### config.mk
export PLATFORM = sky130hd
export DESIGN_NAME = cisum_top
export DESIGN_NICKNAME = d
export VERILOG_FILES = /design/src/rtl/cisum_pkg.sv /design/src/rtl/cisum_chan_or.sv /design/src/rtl/cisum_top.sv
export SDC_FILE = /design/constraint.sdc
export NUM_CORES = 1
export LEC_CHECK = 0
export BUFFER_PORTS_ARGS = -buffer_cell sky130_fd_sc_hd__buf_4
export CAP_MARGIN = 20
export CORE_MARGIN = 3
export CORE_UTILIZATION = 44
export DETAILED_ROUTE_END_ITERATION = 16
export MAX_ROUTING_LAYER = met4
export PLACE_DENSITY = 0.85
export SLEW_MARGIN = 20
export SYNTH_ARGS = -nofsm -noshare
export SYNTH_HDL_FRONTEND = slang
export SYNTH_SLANG_ARGS = --single-unit
export TNS_END_PERCENT = 5
### constraint.sdc
create_clock -name clk -period 1.25 [get_ports clk]
set_clock_uncertainty 0.05 [all_clocks]
set_input_delay 0.125 -clock clk [delete_from_list [all_inputs] [get_ports clk]]
set_output_delay 0.125 -clock clk [all_outputs]
set_load 0.01 [all_outputs]
### src/rtl/cisum_pkg.sv
// Package for the channel interrupt source summary block.
// Assumes a byte-wide register port with one-cycle read latency.
package cisum_pkg;
  localparam int          CISUM_NCH       = 21;
  localparam int          CISUM_AW        = 11;
  localparam int          CISUM_DW        = 8;
  // Printed offsets of the three summary registers
  localparam logic [10:0] CISUM_SUM1_ADDR = 11'h2C0;
  localparam logic [10:0] CISUM_SUM2_ADDR = 11'h300;
  localparam logic [10:0] CISUM_SUM3_ADDR = 11'h340;
  // Interrupt status and mask of this block's own events
  localparam logic [10:0] CISUM_ISTAT_ADDR = 11'h3E0;
  localparam logic [10:0] CISUM_IMASK_ADDR = 11'h3E4;
  localparam logic [7:0]  CISUM_ZERO8     = 8'h00;
  localparam logic [2:0]  CISUM_ZERO3     = 3'h0;
  localparam logic [2:0]  CISUM_ZERO3_E   = 3'h0;
  localparam int          CISUM_SUM1_LO   = 0;
  localparam int          CISUM_SUM2_LO   = 8;
  localparam int          CISUM_SUM3_LO   = 16;
  localparam int          CISUM_SUM3_W    = 5;
  // Event bits: rise of any channel summary in each register group
  localparam int          CISUM_EV_G1     = 0;
  localparam int          CISUM_EV_G2     = 1;
  localparam int          CISUM_EV_G3     = 2;

  typedef struct packed {
    logic [10:0] addr;
    logic [7:0]  wdata;
    logic        wr;
    logic        rd;
  } cisum_req_t;
endpackage

### src/rtl/cisum_chan_or.sv
// Per-channel reduction of interrupt requests into one pending flag.
// Request lines are synchronous to clk and held until the channel clears them.
`timescale 1ns/1ps
module cisum_chan_or #(
  parameter int NCH  = 21,
  parameter int NSRC = 4
) (
  input  wire logic                clk,          // Device clock
  input  wire logic                arst_n,       // Async reset, active low
  input  wire logic [NCH*NSRC-1:0] src_irq,      // Raw requests, NSRC per channel
  output logic      [NCH-1:0]      pending_reg   // Registered per-channel flag
);
  // One flop per channel; OR of its requests, zero at reset
  for (genvar g = 0; g < NCH; g++)
  begin : g_ch
    always_ff @(posedge clk or negedge arst_n)
    begin
      if (!arst_n)
        pending_reg[g] <= 1'b0;
      else
        pending_reg[g] <= |src_irq[g*NSRC +: NSRC];
    end
  end
endmodule

### src/rtl/cisum_top.sv
// Channel interrupt source summary: three read-only summary registers.
// Assumes channel units hold their request lines until software clears them.
// Behaviour
// - First register bits 7..0 show pending state of channels 8..1.
// - Second register bits 7..0 show pending state of channels 16..9.
// - Third register bits 4..0 show channels 21..17; bits 7..5 reserved.
// - A summary bit reads 0 when nothing is pending, and after reset.
// - A summary bit reads 1 while any source of its channel is asserted.
//
// Chosen here: the address-and-strobe port.
`timescale 1ns/1ps
module cisum_top
  import cisum_pkg::*;
#(
  parameter int NSRC = 4
) (
  input  wire logic                         clk,       // 100 MHz device clock
  input  wire logic                         arst_n,    // Async reset, active low
  input  wire logic [cisum_pkg::CISUM_NCH*NSRC-1:0] src_irq, // Channel requests
  input  wire cisum_pkg::cisum_req_t        req,       // Register request
  output logic      [cisum_pkg::CISUM_DW-1:0] rdata,   // Read data, cycle after rd
  output logic                              irq        // Level interrupt
);
  import cisum_pkg::*;

  logic [CISUM_NCH-1:0] pend;
  logic [CISUM_NCH-1:0] pend_d_reg;
  logic [2:0]           ev;
  logic [2:0]           istat_reg;
  logic [2:0]           imask_reg;
  logic [7:0]           sum1;
  logic [7:0]           sum2;
  logic [7:0]           sum3;
  logic [7:0]           rdata_next;

  cisum_chan_or #(
    .NCH  (CISUM_NCH),
    .NSRC (NSRC)
  ) u_or (
    .clk         (clk),
    .arst_n      (arst_n),
    .src_irq     (src_irq),
    .pending_reg (pend)
  );

  // Summary views; nothing here is writable, flags only mirror channels
  assign sum1 = pend[CISUM_SUM1_LO +: 8];
  assign sum2 = pend[CISUM_SUM2_LO +: 8];
  assign sum3 = {CISUM_ZERO3, pend[CISUM_SUM3_LO +: CISUM_SUM3_W]};

  // Previous flags, for detecting a channel becoming pending
  always_ff @(posedge clk or negedge arst_n)
  begin
    if (!arst_n)
      pend_d_reg <= '0;
    else
      pend_d_reg <= pend;
  end

  // Rising-edge events per register group
  assign ev[CISUM_EV_G1] = |(sum1 & ~pend_d_reg[CISUM_SUM1_LO +: 8]);
  assign ev[CISUM_EV_G2] = |(sum2 & ~pend_d_reg[CISUM_SUM2_LO +: 8]);
  assign ev[CISUM_EV_G3] = |(pend[CISUM_SUM3_LO +: CISUM_SUM3_W]
                             & ~pend_d_reg[CISUM_SUM3_LO +: CISUM_SUM3_W]);

  // Sticky status, write one to clear; a new event wins over the clear
  always_ff @(posedge clk or negedge arst_n)
  begin
    if (!arst_n)
      istat_reg <= CISUM_ZERO3;
    else if (req.wr && req.addr == CISUM_ISTAT_ADDR)
      istat_reg <= (istat_reg & ~req.wdata[2:0]) | ev;
    else
      istat_reg <= istat_reg | ev;
  end

  // Mask register, a one enables the matching status bit
  always_ff @(posedge clk or negedge arst_n)
  begin
    if (!arst_n)
      imask_reg <= CISUM_ZERO3;
    else if (req.wr && req.addr == CISUM_IMASK_ADDR)
      imask_reg <= req.wdata[2:0];
  end

  assign irq = |(istat_reg & imask_reg);

  // Read mux; writes to summary offsets fall through untouched
  always_comb
  begin
    unique case (req.addr)
      CISUM_SUM1_ADDR:  rdata_next = sum1;
      CISUM_SUM2_ADDR:  rdata_next = sum2;
      CISUM_SUM3_ADDR:  rdata_next = sum3;
      CISUM_ISTAT_ADDR: rdata_next = {5'h00, istat_reg};
      CISUM_IMASK_ADDR: rdata_next = {5'h00, imask_reg};
      default:          rdata_next = CISUM_ZERO8;
    endcase
  end

  // Read data held only in the cycle after the strobe
  always_ff @(posedge clk or negedge arst_n)
  begin
    if (!arst_n)
      rdata <= CISUM_ZERO8;
    else if (req.rd)
      rdata <= rdata_next;
    else
      rdata <= CISUM_ZERO8;
  end
endmodule

======== Word level (Yosys, flattened, before mapping) ========
Index checks and enable logic that the tools add are counted.
operators by class
  equality and inequality tests ........... 5
  muxes and demuxes ....................... 3
  bitwise logic cells ..................... 11
  reductions and logical operators ........ 27
operator list
  operator              number
  $reduce_or 4->1       21
  $eq 11x10->1 const B  5
  $pmux 8 s5            1
  $and 8x8->8           2
  $not 8->8             2
  $reduce_or 8->1       2
  $mux 8                1
  $and 3x3->3           2
  $or 3x3->3            2
  $and 5x5->5           1
  $not 5->5             1
  $reduce_or 5->1       1
  $mux 3                1
  $not 3->3             1
  $reduce_or 3->1       1
  $logic_and 1x1->1     2
word-level totals
  register bits ........................... 56
  logic and storage cells ................. 71

======== Depth between registers and ports, before layout ========
Gate-level depths: netlist of run 1.
  depth in word-level cells ............... 5
  gate-level depth with buffers ........... 5
  mapped depth without buffers ............ 4

======== Cells and area by module ========
Synthesis of run 1 repeated with hierarchy kept, for this count alone.
second synthesis, totals
  cells, all modules ...................... 166
  area, all modules ....................... 2208.4 µm²
modules (own cells, without submodules)
  module         times used  cells an instance  area each (µm²)  sequential area each (µm²)
  cisum_top      1           124                1525.2           875.8
  cisum_chan_or  1           42                 683.2            525.5

======== Least setup slack after synthesis of run 1 ========
OpenSTA, ideal clock, no wires.
  kind .................................... input -> register
  start ................................... input req[14] (netlist name)
  end ..................................... register istat_reg[0]
  setup time .............................. 0.129 ns
  arrival ................................. 1.528 ns
  data required time ...................... 1.071 ns
  slack ................................... -0.457 ns
  stages .................................. 5
  path buffers ............................ 1
  cells stage by stage .................... or4_4 buf_6 nor4_4 nand2_1 a2111o_1
between the ends
  longest elaborated chain between the ends .. 3
RTL lines
  what                  RTL line         text
  start, declared       cisum_top.sv:20  input wire cisum_pkg::cisum_req_t req,
  $eq 11x10->1          cisum_top.sv:71  else if (req.wr && req.addr == CISUM_ISTAT_ADDR)
  $logic_and 1x1->1     cisum_top.sv:71
  $mux 3                cisum_top.sv:71
  end signal, assigned  cisum_top.sv:72  istat_reg <= (istat_reg & ~req.wdata[2:0]) | ev;
  end signal, assigned  cisum_top.sv:74  istat_reg <= istat_reg | ev;
  end, declared         cisum_top.sv:29  logic [2:0] istat_reg;
Every way passes these cells.
A chain may end at the register's enable or synchronous reset.

======== Final worst setup path of run 1 ========
  start ................................... input req[10] (netlist name)
  end ..................................... register imask_reg[0]
between the ends
  longest elaborated chain between the ends .. 2
RTL lines
  what                  RTL line         text
  $eq 11x10->1          cisum_top.sv:82  else if (req.wr && req.addr == CISUM_IMASK_ADDR)
  $logic_and 1x1->1     cisum_top.sv:82
  end signal, assigned  cisum_top.sv:83  imask_reg <= req.wdata[2:0];
  end, declared         cisum_top.sv:30  logic [2:0] imask_reg;
Every way passes these cells.

==> impl_table.tex, run 1 <==
\begin{tabular}{lr}
\hline
Metric & Value \\
\hline
\multicolumn{2}{l}{\textbf{Worst setup path}} \\
\quad Startpoint kind of the worst setup timing path & input port \\
\quad Type of the setup path with the least slack & input port to flop \\
\quad Endpoint type of the worst setup path & flop \\
\quad Endpoint arrival time on the critical path & between 1.5 and 2 ns \\
\quad Reg2reg setup slack & -0.12 ns \\
\quad Worst flop-to-flop path endpoint & istat\_reg[1]\$\_DFF\_PN0\_ \\
\quad Depth of the worst register-to-register path & 4 \\
\quad Reg-to-Reg Start & u\_or.pending\_reg[14]\$\_DFF\_PN0\_ \\
\quad Worst-path maximum fanout & 6 \\
\quad Data required time at the worst endpoint & 1.38 ns \\
\multicolumn{2}{l}{\textbf{Hold path}} \\
\quad Worst Hold Depth & 2 \\
\quad Beginning of the worst hold path & req[3] \\
\quad Min-delay worst type & input port to flop \\
\quad Worst Hold Endpoint & imask\_reg[1]\$\_DFFE\_PN0P\_ \\
\multicolumn{2}{l}{\textbf{Route}} \\
\quad Final routed wirelength across all metal layers & 9.58 mm \\
\quad Post-detailed-route count of antenna-violating nets & 0 \\
\quad Routed wirelength normalized by instance count & 21.0 um \\
\quad Drt first pass iters & 5 \\
\quad Count of vias placed by the detailed router & about 2600 \\
\quad 1st-iter DRT viols & 218 \\
\quad Post-route DRC & 0 \\
\quad Vias per std cell & 5.61 \\
\multicolumn{2}{l}{\textbf{Cells and area}} \\
\quad Combined area of the multi-input logic cells & $\sim$700 um2 \\
\quad Total number of nets in the final design & 496 \\
\quad Fraction of layout instances using a drive strength above 1 & 37.5\% \\
\quad FF+latch area & 0.00140 mm2 \\
\quad Area growth from synthesis to layout & 91.8\% \\
\quad Final core area utilization & 88.1\% \\
\quad Antenna diode count & 0 \\
\quad Fillers & just under 200 \\
\multicolumn{2}{l}{\textbf{Floorplan}} \\
\quad Floorplan row count & 25 \\
\quad Area enclosed by the die boundary & 0.00588 mm2 \\
\quad Chip height & 76.7 um \\
\quad Starting density of the core & 45.9\% \\
\quad Core region area & 0.00479 mm2 \\
\quad Top-Level Pins & 116 \\
\quad Floorplan die width & 76.7 um \\
\multicolumn{2}{l}{\textbf{STA}} \\
\quad Crit share post-route & 121\% \\
\quad Max transition margin & 67.5\% \\
\quad Final setup violation count & 16 \\
\quad Minimum setup slack in the final design & -0.264 ns \\
\quad Hold violation count in the final report & 0 \\
\quad Slew @ Worst Pin & 0.487 ns \\
\quad Final Slew Violations & 0 \\
\quad Achievable Freq & $\sim$0.66 GHz \\
\quad Setup repair after global routing missed its margin & true \\
\quad Time the final worst path needs with I/O delays and setup & 1.51 ns \\
\quad TNS Setup & -2.02 ns \\
\multicolumn{2}{l}{\textbf{Yosys}} \\
\quad Synth Area in Compound Gates & 10.7\% \\
\quad Sequential-to-total area share from yosys stat & 63.7\% \\
\quad Cells after synthesis & 170 \\
\quad Dominant combinational cell family by area after synthesis & simple AND/OR/NAND/NOR gates \\
\quad Synthesis Warnings & 0 \\
\quad Mux contribution to synthesized area & 4.78\% \\
\quad Count of different cell masters after synthesis & 34 \\
\quad Nets in the synthesized netlist & between 200 and 300 \\
\quad Register bit count reported by yosys & 56 \\
\quad Fraction of the mapped netlist area in adder cells & 0\% \\
\quad Area share of xor/xnor cells in the synthesized design & 0\% \\
\quad Mapped Avg Cell Area & 12.9 um2 \\
\quad Syn Std Cell Area & 0.00220 mm2 \\
\quad Post-synthesis share of cell area spent on and, or, nand and nor gates & about 16\% \\
\multicolumn{2}{l}{\textbf{Clock network}} \\
\quad CTS root buffer & sky130\_fd\_sc\_hd\_\_clkbuf\_8 \\
\quad H-tree lvl count & 2 \\
\quad CTS tree & done \\
\quad Clk sinks & 56 \\
\quad Clock input transition at the sequential cells of the worst setup and hold paths & 0.09 ns \\
\quad Insertion delay to the later sink of the worst-skew pair & 0.31 ns \\
\quad Clock buffer count from CTS & 5 \\
\quad Buffer depth of the longest clock path & 2 \\
\multicolumn{2}{l}{\textbf{Placed design}} \\
\quad GP Congestion & around 0.83 \\
\quad HPWL after detailed placement & 4.53 mm \\
\quad Number of port buffers & 110 \\
\multicolumn{2}{l}{\textbf{Pwr}} \\
\quad Leak Pwr & 1.97 nW \\
\quad IR drop worst, VDD & 0.578 mV \\
\quad P per Cell Area & 856 mW/mm2 \\
\multicolumn{2}{l}{\textbf{Global route}} \\
\quad Via count of the first global-routing pass & 2819 \\
\quad Total Routing Usage GR & 35.1\% \\
\quad Largest net degree at the start of global routing & 30 \\
\quad Global-route wire length before repair & 15.2 mm \\
\quad Total grt overflow & 0 \\
\quad Number of antenna violations at the first check in global routing & 0 \\
\multicolumn{2}{l}{\textbf{Run status}} \\
\quad Failing checks & negative setup slack \\
\quad Result of the run & finished with violations \\
\multicolumn{2}{l}{\textbf{Run}} \\
\quad Max-cap violation count & 0 \\
\hline
\end{tabular}
-- power breakdown --
group          total, mW  switching (mW)  internal [mW]
registers           1.87          0.0259           1.85
clock network       1.06           0.563          0.495
logic              0.679           0.231          0.447
total               3.61           0.821           2.79
-- placed cells by master (no fill, tap or decap), types with 2 or more instances in the layout --
master	instances
sky130_fd_sc_hd__a2111o_1	2
sky130_fd_sc_hd__a21oi_1	3
sky130_fd_sc_hd__a22oi_1	4
sky130_fd_sc_hd__a32oi_1	4
sky130_fd_sc_hd__buf_4	125
sky130_fd_sc_hd__buf_6	3
sky130_fd_sc_hd__clkbuf_8	7
sky130_fd_sc_hd__dfrtp_1	56
sky130_fd_sc_hd__dlygate4sd3_1	86
sky130_fd_sc_hd__inv_1	21
sky130_fd_sc_hd__mux2_1	3
sky130_fd_sc_hd__mux2i_1	6
sky130_fd_sc_hd__nand2_1	4
sky130_fd_sc_hd__nand4_1	2
sky130_fd_sc_hd__nor2_1	9
sky130_fd_sc_hd__nor2b_1	2
sky130_fd_sc_hd__nor4_4	2
sky130_fd_sc_hd__o221ai_1	3
sky130_fd_sc_hd__o22ai_1	8
sky130_fd_sc_hd__or4_1	21
-- cell usage after synthesis (all sizes together) --
cell type	count	area, um2
inv	21	78.8
or2	1	6.26
nand2b	1	6.26
nand4b	1	8.76
a22oi	4	30.0
clkbuf	2	7.51
buf	1	11.3
nor2b	2	12.5
nand4	2	12.5
a222oi	1	10.0
nor2	10	45.0
a21oi	4	20.0
nor4	3	48.8
dfrtp	56	1400
nand3b	1	11.3
nand2	4	15.0
a2111oi	1	27.5
nor3	1	5.00
or4	22	169
a2111o	2	22.5
a211o	1	8.76
o21ai	1	5.00
a32oi	4	35.0
or3	2	13.8
nand3	1	5.00
o221ai	3	26.3
o22ai	8	50.1
mux2	4	45.0
mux2i	6	60.1
-- metrics by stage --
stage	power [mW]	worst slack [ns]	hold slack, ns	area, um2	std cells
final	3.61	-0.264	0.0349	4220	456
after global routing	3.72	-0.280	0.0190	4220	456
after CTS	3.54	-0.176	0.000868	4210	456
after detailed placement	2.32	-0.495	0.0175	3230	361
after global placement	2.31	-0.424	0.0165	3230	361
after floorplan	1.98	-0.326	-0.221	2200	170
-- layer usage --
layer	GRT usage [%]	up-vias	share of wire [%]
met5	-	-	0
met4	18.3	0	6.1
met3	9.27	64	9.1
met2	56.0	215	48
met1	40.7	1217	37
li1	-	1063	-
-- what timing repair did --
action,CTS,global route
pin swaps,5,4
setup buffers,2,0
hold buffers,86,0
setup endpoints to repair,15,15
endpoints found under the hold margin,50,0
gates resized for setup,2,2
-- cell type report --
cell class,instances,share of cell area (%)
multi-input cells,90,16.7
repair buffers,215,43.9
flip-flops and latches,56,33.2
well taps,67,1.99
inverters,21,1.87
clock buffers,7,2.28
-- cells by family after synthesis --
family	Yosys count
simple gates	51
buf+inv	24
flops	56
mux	10
compound gates	29
-- worst max path at each step --
stage / start / endpoint / cells after the start
after global routing: req[10] / istat_reg[0]$_DFF_PN0_ / 5
after floorplan: req[14] / imask_reg[0]$_DFFE_PN0P_ / 5
after global placement: req[14] / rdata[1]$_DFF_PN0_ / 5
final: req[10] / imask_reg[0]$_DFFE_PN0P_ / 5
after CTS: istat_reg[1]$_DFF_PN0_ / irq / 3
after detailed placement: req[14] / istat_reg[0]$_DFF_PN0_ / 5
-- critical path: stages --
cell,delay (ns)
sky130_fd_sc_hd__buf_6,0.09
sky130_fd_sc_hd__or4_4,0.62
sky130_fd_sc_hd__nor2_4,0.16
sky130_fd_sc_hd__nand4_1,0.24
sky130_fd_sc_hd__mux2_1,0.41
No activity file was read; power rests on OpenSTA's default activity.
==> run 2, diff against run 1 <==
- CELL_PAD_IN_SITES_DETAIL_PLACEMENT: unset -> 1
- CELL_PAD_IN_SITES_GLOBAL_PLACEMENT: unset -> 1
- CORE_ASPECT_RATIO: unset -> 1.25
- CORE_UTILIZATION: 44 -> 33
==> run 2 against run 1 <==
  * The flow still finishes with violations (negative setup slack)
  * Critical endpoint is now rdata[3]$_DFF_PN0_
  * Flip-flop and latch count unchanged
  * Die area up 31%
  * First-iteration DRC count down 9.2%
  * Setup slack worse by 0.072 ns
  * Utilization down 20 points
  * Routed wire length up 14%
  * Critical path type unchanged
==> impl_table.tex, run 2 (synthesized netlist as in run 1, its figures left out) <==
\begin{tabular}{lr}
\hline
Metric & Value \\
\hline
\multicolumn{2}{l}{\textbf{Cells and area}} \\
\quad Fraction of layout instances using a drive strength above 1 & 37.6\% \\
\quad Fillers & 675 \\
\quad Total number of nets in the final design & 500 \\
\quad Highest-count cells in the layout ignoring fill and taps & sky130\_fd\_sc\_hd\_\_buf\_4 (127), sky130\_fd\_sc\_hd\_\_dlygate4sd3\_1 (88), sky130\_fd\_sc\_hd\_\_dfrtp\_1 (56) \\
\quad Area growth from synthesis to layout & 94.7\% \\
\quad Final design instance area without fill & 0.00428 mm2 \\
\quad FF+latch area & 0.00140 mm2 \\
\quad Commonest non-fill, non-tap cell in the layout & sky130\_fd\_sc\_hd\_\_buf\_4 \\
\quad Non-Filler Instances & 481 \\
\quad Combined area of the multi-input logic cells & 707 um2 \\
\multicolumn{2}{l}{\textbf{Clock network}} \\
\quad Clock input transition at the sequential cells of the worst setup and hold paths & 0.10 ns \\
\quad CTS tree & done \\
\quad H-tree lvl count & 2 \\
\quad CTS root buffer & sky130\_fd\_sc\_hd\_\_clkbuf\_8 \\
\quad Buffer depth of the longest clock path & 2 \\
\quad Clock buffer count from CTS & 5 \\
\quad Insertion delay to the later sink of the worst-skew pair & 0.31 ns \\
\quad Clk sinks & 56 \\
\multicolumn{2}{l}{\textbf{STA}} \\
\quad Minimum setup slack in the final design & -0.336 ns \\
\quad TNS Setup & -2.91 ns \\
\quad Setup repair after global routing missed its margin & true \\
\quad Slew @ Worst Pin & slightly above 0.4 ns \\
\quad Worst Hold Margin & between 0.1 and 0.15 ns \\
\quad Final setup violation count & 15 \\
\quad Time the final worst path needs with I/O delays and setup & 1.59 ns \\
\quad Hold violation count in the final report & 0 \\
\quad Achievable Freq & 0.630 GHz \\
\quad Max transition margin & 72.7\% \\
\quad Final Slew Violations & 0 \\
\quad Crit share post-route & 127\% \\
\multicolumn{2}{l}{\textbf{Route}} \\
\quad Routed wirelength normalized by instance count & 22.7 um \\
\quad 1st-iter DRT viols & 198 \\
\quad Count of vias placed by the detailed router & 2512 \\
\quad Vias per std cell & 5.22 \\
\quad Final routed wirelength across all metal layers & 10.9 mm \\
\quad Post-detailed-route count of antenna-violating nets & 0 \\
\quad Drt first pass iters & 4 \\
\quad Post-route DRC & 0 \\
\multicolumn{2}{l}{\textbf{Pwr}} \\
\quad Leak Pwr & 1.99 nW \\
\quad P per Cell Area & 846 mW/mm2 \\
\quad IR drop worst, VDD & 0.721 mV \\
\multicolumn{2}{l}{\textbf{Placed design}} \\
\quad HPWL after detailed placement & $\sim$5.4 mm \\
\quad GP Congestion & between 0.8 and 0.9 \\
\quad Number of port buffers & 110 \\
\quad Number of placed instances, taps included & 380 \\
\quad Post-place instance area & 0.00326 mm2 \\
\multicolumn{2}{l}{\textbf{Worst setup path}} \\
\quad Critical path's largest stage delay & 0.64 ns \\
\quad Startpoint of the worst setup timing path & req[10] \\
\quad Startpoint kind of the worst setup timing path & input port \\
\quad Slowest stage cell on the critical path & sky130\_fd\_sc\_hd\_\_or4\_4 \\
\quad Reg2reg setup slack & -0.15 ns \\
\quad Cell Chain, Critical Path & buf\_6 > or4\_4 > nor4\_4 > buf\_4 > a32oi\_1 > nor2\_1 \\
\quad Type of the setup path with the least slack & input port to flop \\
\quad Critical Path Stages & 6 \\
\quad Family with the most delay on the worst path & simple AND/OR/NAND/NOR gates \\
\quad Worst flop-to-flop path endpoint & rdata[1]\$\_DFF\_PN0\_ \\
\quad Endpoint type of the worst setup path & flop \\
\quad Data required time at the worst endpoint & 1.43 ns \\
\quad Crit path buffers/inverters & 2 \\
\quad Endpoint arrival time on the critical path & 1.77 ns \\
\quad Reg-to-Reg Start & istat\_reg[1]\$\_DFF\_PN0\_ \\
\quad Worst-path maximum fanout & 6 \\
\quad Depth of the worst register-to-register path & 6 \\
\quad Worst Setup EP & rdata[3]\$\_DFF\_PN0\_ \\
\multicolumn{2}{l}{\textbf{Global route}} \\
\quad Largest net degree at the start of global routing & 31 \\
\quad Total Routing Usage GR & 30.7\% \\
\quad Via count of the first global-routing pass & 3029 \\
\quad Number of antenna violations at the first check in global routing & 1 \\
\quad Total grt overflow & 0 \\
\quad Global-route wire length before repair & 17.0 mm \\
\multicolumn{2}{l}{\textbf{Run status}} \\
\quad Failing checks & negative setup slack \\
\quad Result of the run & finished with violations \\
\multicolumn{2}{l}{\textbf{Run}} \\
\quad Max-cap violation count & 0 \\
\multicolumn{2}{l}{\textbf{Floorplan}} \\
\quad Core region area & $\sim$0.0063 mm2 \\
\quad Chip height & around 97 um \\
\quad Floorplan row count & 32 \\
\quad Starting density of the core & 34.8\% \\
\quad Area enclosed by the die boundary & 0.00768 mm2 \\
\quad Floorplan die width & 79 um \\
\quad Top-Level Pins & 116 \\
\multicolumn{2}{l}{\textbf{Hold path}} \\
\quad Min-delay worst type & input port to flop \\
\hline
\end{tabular}
==> run 2: report_power, final <==
part,leakage [nW],switching [mW],total (mW),internal [mW]
sequential,0.564,0.0274,1.87,1.85
clock,0.0445,0.595,1.05,0.452
combinational,1.38,0.246,0.701,0.455
==> run 2: worst min-delay path by stage <==
stage / startpoint / endpoint / slack [ns] / cells after the start
floorplan: arst_n / imask_reg[0]$_DFFE_PN0P_ / -0.22 / 0
global placement: arst_n / u_or.pending_reg[16]$_DFF_PN0_ / 0.01 / 1
detailed placement: arst_n / u_or.pending_reg[19]$_DFF_PN0_ / 0.03 / 1
CTS: req[0] / rdata[2]$_DFF_PN0_ / 0.08 / 3
global route: req[0] / rdata[6]$_DFF_PN0_ / 0.12 / 3
finish: req[0] / rdata[6]$_DFF_PN0_ / 0.11 / 3
==> run 2: stage by stage <==
step	total power, mW	worst slack [ns]	util (%)
2_1_floorplan	1.98	-0.326	-
3_3_place_gp	2.31	-0.440	51.5
3_5_place_dp	2.33	-0.528	51.5
4_1_cts	3.57	-0.273	67.2
5_1_grt	3.75	-0.352	67.6
6_report	3.62	-0.336	67.7
==> run 2: worst reg2reg max path, cell delays in order (launching register included) <==
cell	delay, ns
sky130_fd_sc_hd__dfrtp_1	0.39
sky130_fd_sc_hd__buf_4	0.13
sky130_fd_sc_hd__buf_4	0.13
sky130_fd_sc_hd__mux2i_1	0.18
sky130_fd_sc_hd__o22ai_1	0.13
sky130_fd_sc_hd__a22oi_1	0.19
sky130_fd_sc_hd__nor2_1	0.09
==> run 2: final cells by class <==
class                           instances  share of cell area [%]
Antenna cell                            2                   0.117
Clock buffer                            7                    2.02
Sequential cell                        56                    32.7
Timing Repair Buffer                  219                    44.1
Multi-Input combinational cell         90                    16.5
Clock inverter                          1                   0.175
Tap cell                               85                    2.48
Inverter                               21                    1.84
==> run 2: timing repair <==
item | CTS | global route
setup buffers | 1 | 2
hold endpoints to repair | 53 | 0
gates cloned | 0 | 0
pin swaps | 5 | 4
hold buffers | 88 | 0
gates resized for setup | 3 | 2
endpoints found under the setup margin | 15 | 16
==> run 2: per-layer routing <==
metal / part of all wire [%] / track usage, % / vias up
met5: 0 / - / -
li1: - / - / 1079
met4: 3.3 / 12.3 / 0
met3: 5.2 / 5.94 / 40
met1: 36 / 33.0 / 1258
met2: 55 / 54.6 / 135
==> run 3, diff against run 2 <==
- CORE_UTILIZATION: 33 -> 36
- PLACE_DENSITY: 0.85 -> 0.91
- clock period: 1.25 -> 2 ns (I/O delays scaled with it)
==> run 3 against run 2 <==
  * The run now ends clean
  * Combinational power is 66% lower
  * Sequential share of layout area up 11 points
  * Utilization is 12 points lower
  * Non-clock buffer count fell by 107
  * Via count fell by 26%
  * Sequential power is 37% lower
  * Power fell by 40%
  * Cell count decreased by 23%
  * Count of clock-buffer cells in the layout fell by 2
  * Clock power shrank 29%
  * Routed wire length shrank 41%
  * Register-to-register slack better by 0.85 ns
==> impl_table.tex, run 3 (synthesized netlist as in run 1, its figures left out) <==
\begin{tabular}{lr}
\hline
Metric & Value \\
\hline
\multicolumn{2}{l}{\textbf{Clock network}} \\
\quad Clock input transition at the sequential cells of the worst setup and hold paths & 0.10 ns \\
\quad Clock buffer count from CTS & 5 \\
\quad Clk sinks & 56 \\
\quad CTS tree & done \\
\quad H-tree lvl count & 2 \\
\quad CTS root buffer & sky130\_fd\_sc\_hd\_\_clkbuf\_8 \\
\quad Post-CTS repair timing setup buffer count & 0 \\
\quad Insertion delay to the later sink of the worst-skew pair & 0.31 ns \\
\quad Buffer depth of the longest clock path & 2 \\
\quad Post-cts gate resize count & 0 \\
\multicolumn{2}{l}{\textbf{Floorplan}} \\
\quad Top-Level Pins & roughly 120 \\
\quad Chip height & 93.4 um \\
\quad Floorplan die width & $\sim$76 um \\
\quad Core region area & 0.00586 mm2 \\
\quad Starting density of the core & 37.5\% \\
\quad Area enclosed by the die boundary & around 0.007 mm2 \\
\quad Floorplan row count & 31 \\
\multicolumn{2}{l}{\textbf{STA}} \\
\quad Time the final worst path needs with I/O delays and setup & approximately 1.6 ns \\
\quad Max transition margin & 53.5\% \\
\quad Setup repair after global routing missed its margin & false \\
\quad Slew @ Worst Pin & 0.698 ns \\
\quad Worst Hold Margin & about 0.019 ns \\
\quad Crit share post-route & slightly above 80\% \\
\quad Final Slew Violations & 0 \\
\quad TNS Setup & 0 ns \\
\quad Final setup violation count & 0 \\
\quad Achievable Freq & 0.610 GHz \\
\quad Hold violation count in the final report & 0 \\
\quad Minimum setup slack in the final design & approximately 0.36 ns \\
\multicolumn{2}{l}{\textbf{Worst setup path}} \\
\quad Endpoint type of the worst setup path & flop \\
\quad Type of the setup path with the least slack & input port to flop \\
\quad Startpoint kind of the worst setup timing path & input port \\
\quad Data required time at the worst endpoint & 2.20 ns \\
\quad Startpoint of the worst setup timing path & req[14] \\
\quad Endpoint arrival time on the critical path & 1.84 ns \\
\quad Reg-to-Reg Start & u\_or.pending\_reg[6]\$\_DFF\_PN0\_ \\
\quad Worst-path maximum fanout & 6 \\
\multicolumn{2}{l}{\textbf{Route}} \\
\quad Post-route DRC & 0 \\
\quad Count of vias placed by the detailed router & 1870 \\
\quad Drt first pass iters & 4 \\
\quad Post-detailed-route count of antenna-violating nets & 0 \\
\quad Vias per std cell & 5.07 \\
\quad Final routed wirelength across all metal layers & 6.44 mm \\
\quad 1st-iter DRT viols & between 70 and 80 \\
\quad Routed wirelength normalized by instance count & around 17 um \\
\multicolumn{2}{l}{\textbf{Cells and area}} \\
\quad Antenna diode count & 0 \\
\quad Area growth from synthesis to layout & 47.2\% \\
\quad Commonest non-fill, non-tap cell in the layout & sky130\_fd\_sc\_hd\_\_buf\_4 \\
\quad Fraction of layout instances using a drive strength above 1 & 44.6\% \\
\quad Highest-count cells in the layout ignoring fill and taps & sky130\_fd\_sc\_hd\_\_buf\_4 (111), sky130\_fd\_sc\_hd\_\_dfrtp\_1 (56), sky130\_fd\_sc\_hd\_\_inv\_1 (21), sky130\_fd\_sc\_hd\_\_or4\_1 (21), sky130\_fd\_sc\_hd\_\_nor2\_1 (9) \\
\quad Total number of nets in the final design & around 390 \\
\multicolumn{2}{l}{\textbf{Hold path}} \\
\quad Min-delay worst type & input port to flop \\
\quad Beginning of the worst hold path & src\_irq[18] \\
\multicolumn{2}{l}{\textbf{Global route}} \\
\quad Via count of the first global-routing pass & 2142 \\
\quad Total grt overflow & 0 \\
\quad Total Routing Usage GR & 20.1\% \\
\quad Global-route wire length before repair & $\sim$10 mm \\
\quad Number of antenna violations at the first check in global routing & 0 \\
\quad Largest net degree at the start of global routing & 57 \\
\multicolumn{2}{l}{\textbf{Run}} \\
\quad Max-cap violation count & 0 \\
\multicolumn{2}{l}{\textbf{Placed design}} \\
\quad Number of port buffers & 110 \\
\quad GP Congestion & 0.765 \\
\quad HPWL after detailed placement & 5.23 mm \\
\quad Setup Slack @ Placement & 0.00579 ns \\
\multicolumn{2}{l}{\textbf{Pwr}} \\
\quad P per Cell Area & 666 mW/mm2 \\
\quad IR drop worst, VDD & 0.381 mV \\
\quad Leak Pwr & 1.53 nW \\
\multicolumn{2}{l}{\textbf{Run status}} \\
\quad Result of the run & finished, final reports clean \\
\hline
\end{tabular}
run 3: cell types whose count changed in the layout (fill, tap and decap cells not counted), sizes merged:
cell,delta
dlygate4sd3,-87
clkbuf,-2
bufinv,+1
buf,-20
clkinv,+1
diode,-2
run 3: area by class of cell:
cell class	count	area, um2
fillers	646	2620
flip-flops and latches	56	1400
repair buffers	112	843
multi-input cells	90	699
well taps	82	103
inverters	21	78.8
clock buffers	5	68.8
clock inverters	3	42.5
run 3: path summary, 6_finish.rpt:
| check | endpoint | cells after the start | slack [ns] |
|---|---|---|---|
| setup / recovery | rdata[0]$_DFF_PN0_ | 6 | 0.36 |
| hold / removal | u_or.pending_reg[4]$_DFF_PN0_ | 2 | 0.02 |
| setup reg to reg | istat_reg[0]$_DFF_PN0_ | 4 | 0.70 |
| hold reg to reg | pend_d_reg[11]$_DFF_PN0_ | 0 | 0.35 |
| max in group asynchronous | u_or.pending_reg[17]$_DFF_PN0_ | 2 | 1.01 |
| min in group asynchronous | rdata[4]$_DFF_PN0_ | 2 | 0.41 |
run 3: timing repair:
| action | CTS | global route |
|---|---|---|
| setup endpoints to repair | 0 | 0 |
| hold buffers | 1 | 0 |
| hold endpoints to repair | 56 | 0 |
run 3: worst max-delay path: stages:
cell                      delay (ns)
sky130_fd_sc_hd__buf_4          0.11
sky130_fd_sc_hd__or4_4          0.61
sky130_fd_sc_hd__buf_4          0.19
sky130_fd_sc_hd__nor4_4         0.41
sky130_fd_sc_hd__a21oi_1        0.19
sky130_fd_sc_hd__nor2_1         0.14
run 3: report_power, final:
| group | internal [mW] | switching, mW |
|---|---|---|
| logic | 0.151 | 0.0881 |
| clock network | 0.371 | 0.376 |
| registers | 1.15 | 0.0145 |
run 3: metal layers:
layer / track usage (%) / share of wire, %
met5: - / 0
met4: 6.27 / 1.6
met3: 3.01 / 4.7
met2: 35.4 / 57
met1: 22.8 / 37
run 3: through the flow:
stage,power (mW),cell area [um2],util (%),instances
6_report,2.15,3240,55.3,369
5_1_grt,2.24,3240,55.3,369
4_1_cts,2.18,3240,55.3,369
3_5_place_dp,1.43,3120,53.2,360
3_3_place_gp,1.41,3120,53.2,360
2_1_floorplan,1.24,2200,-,170
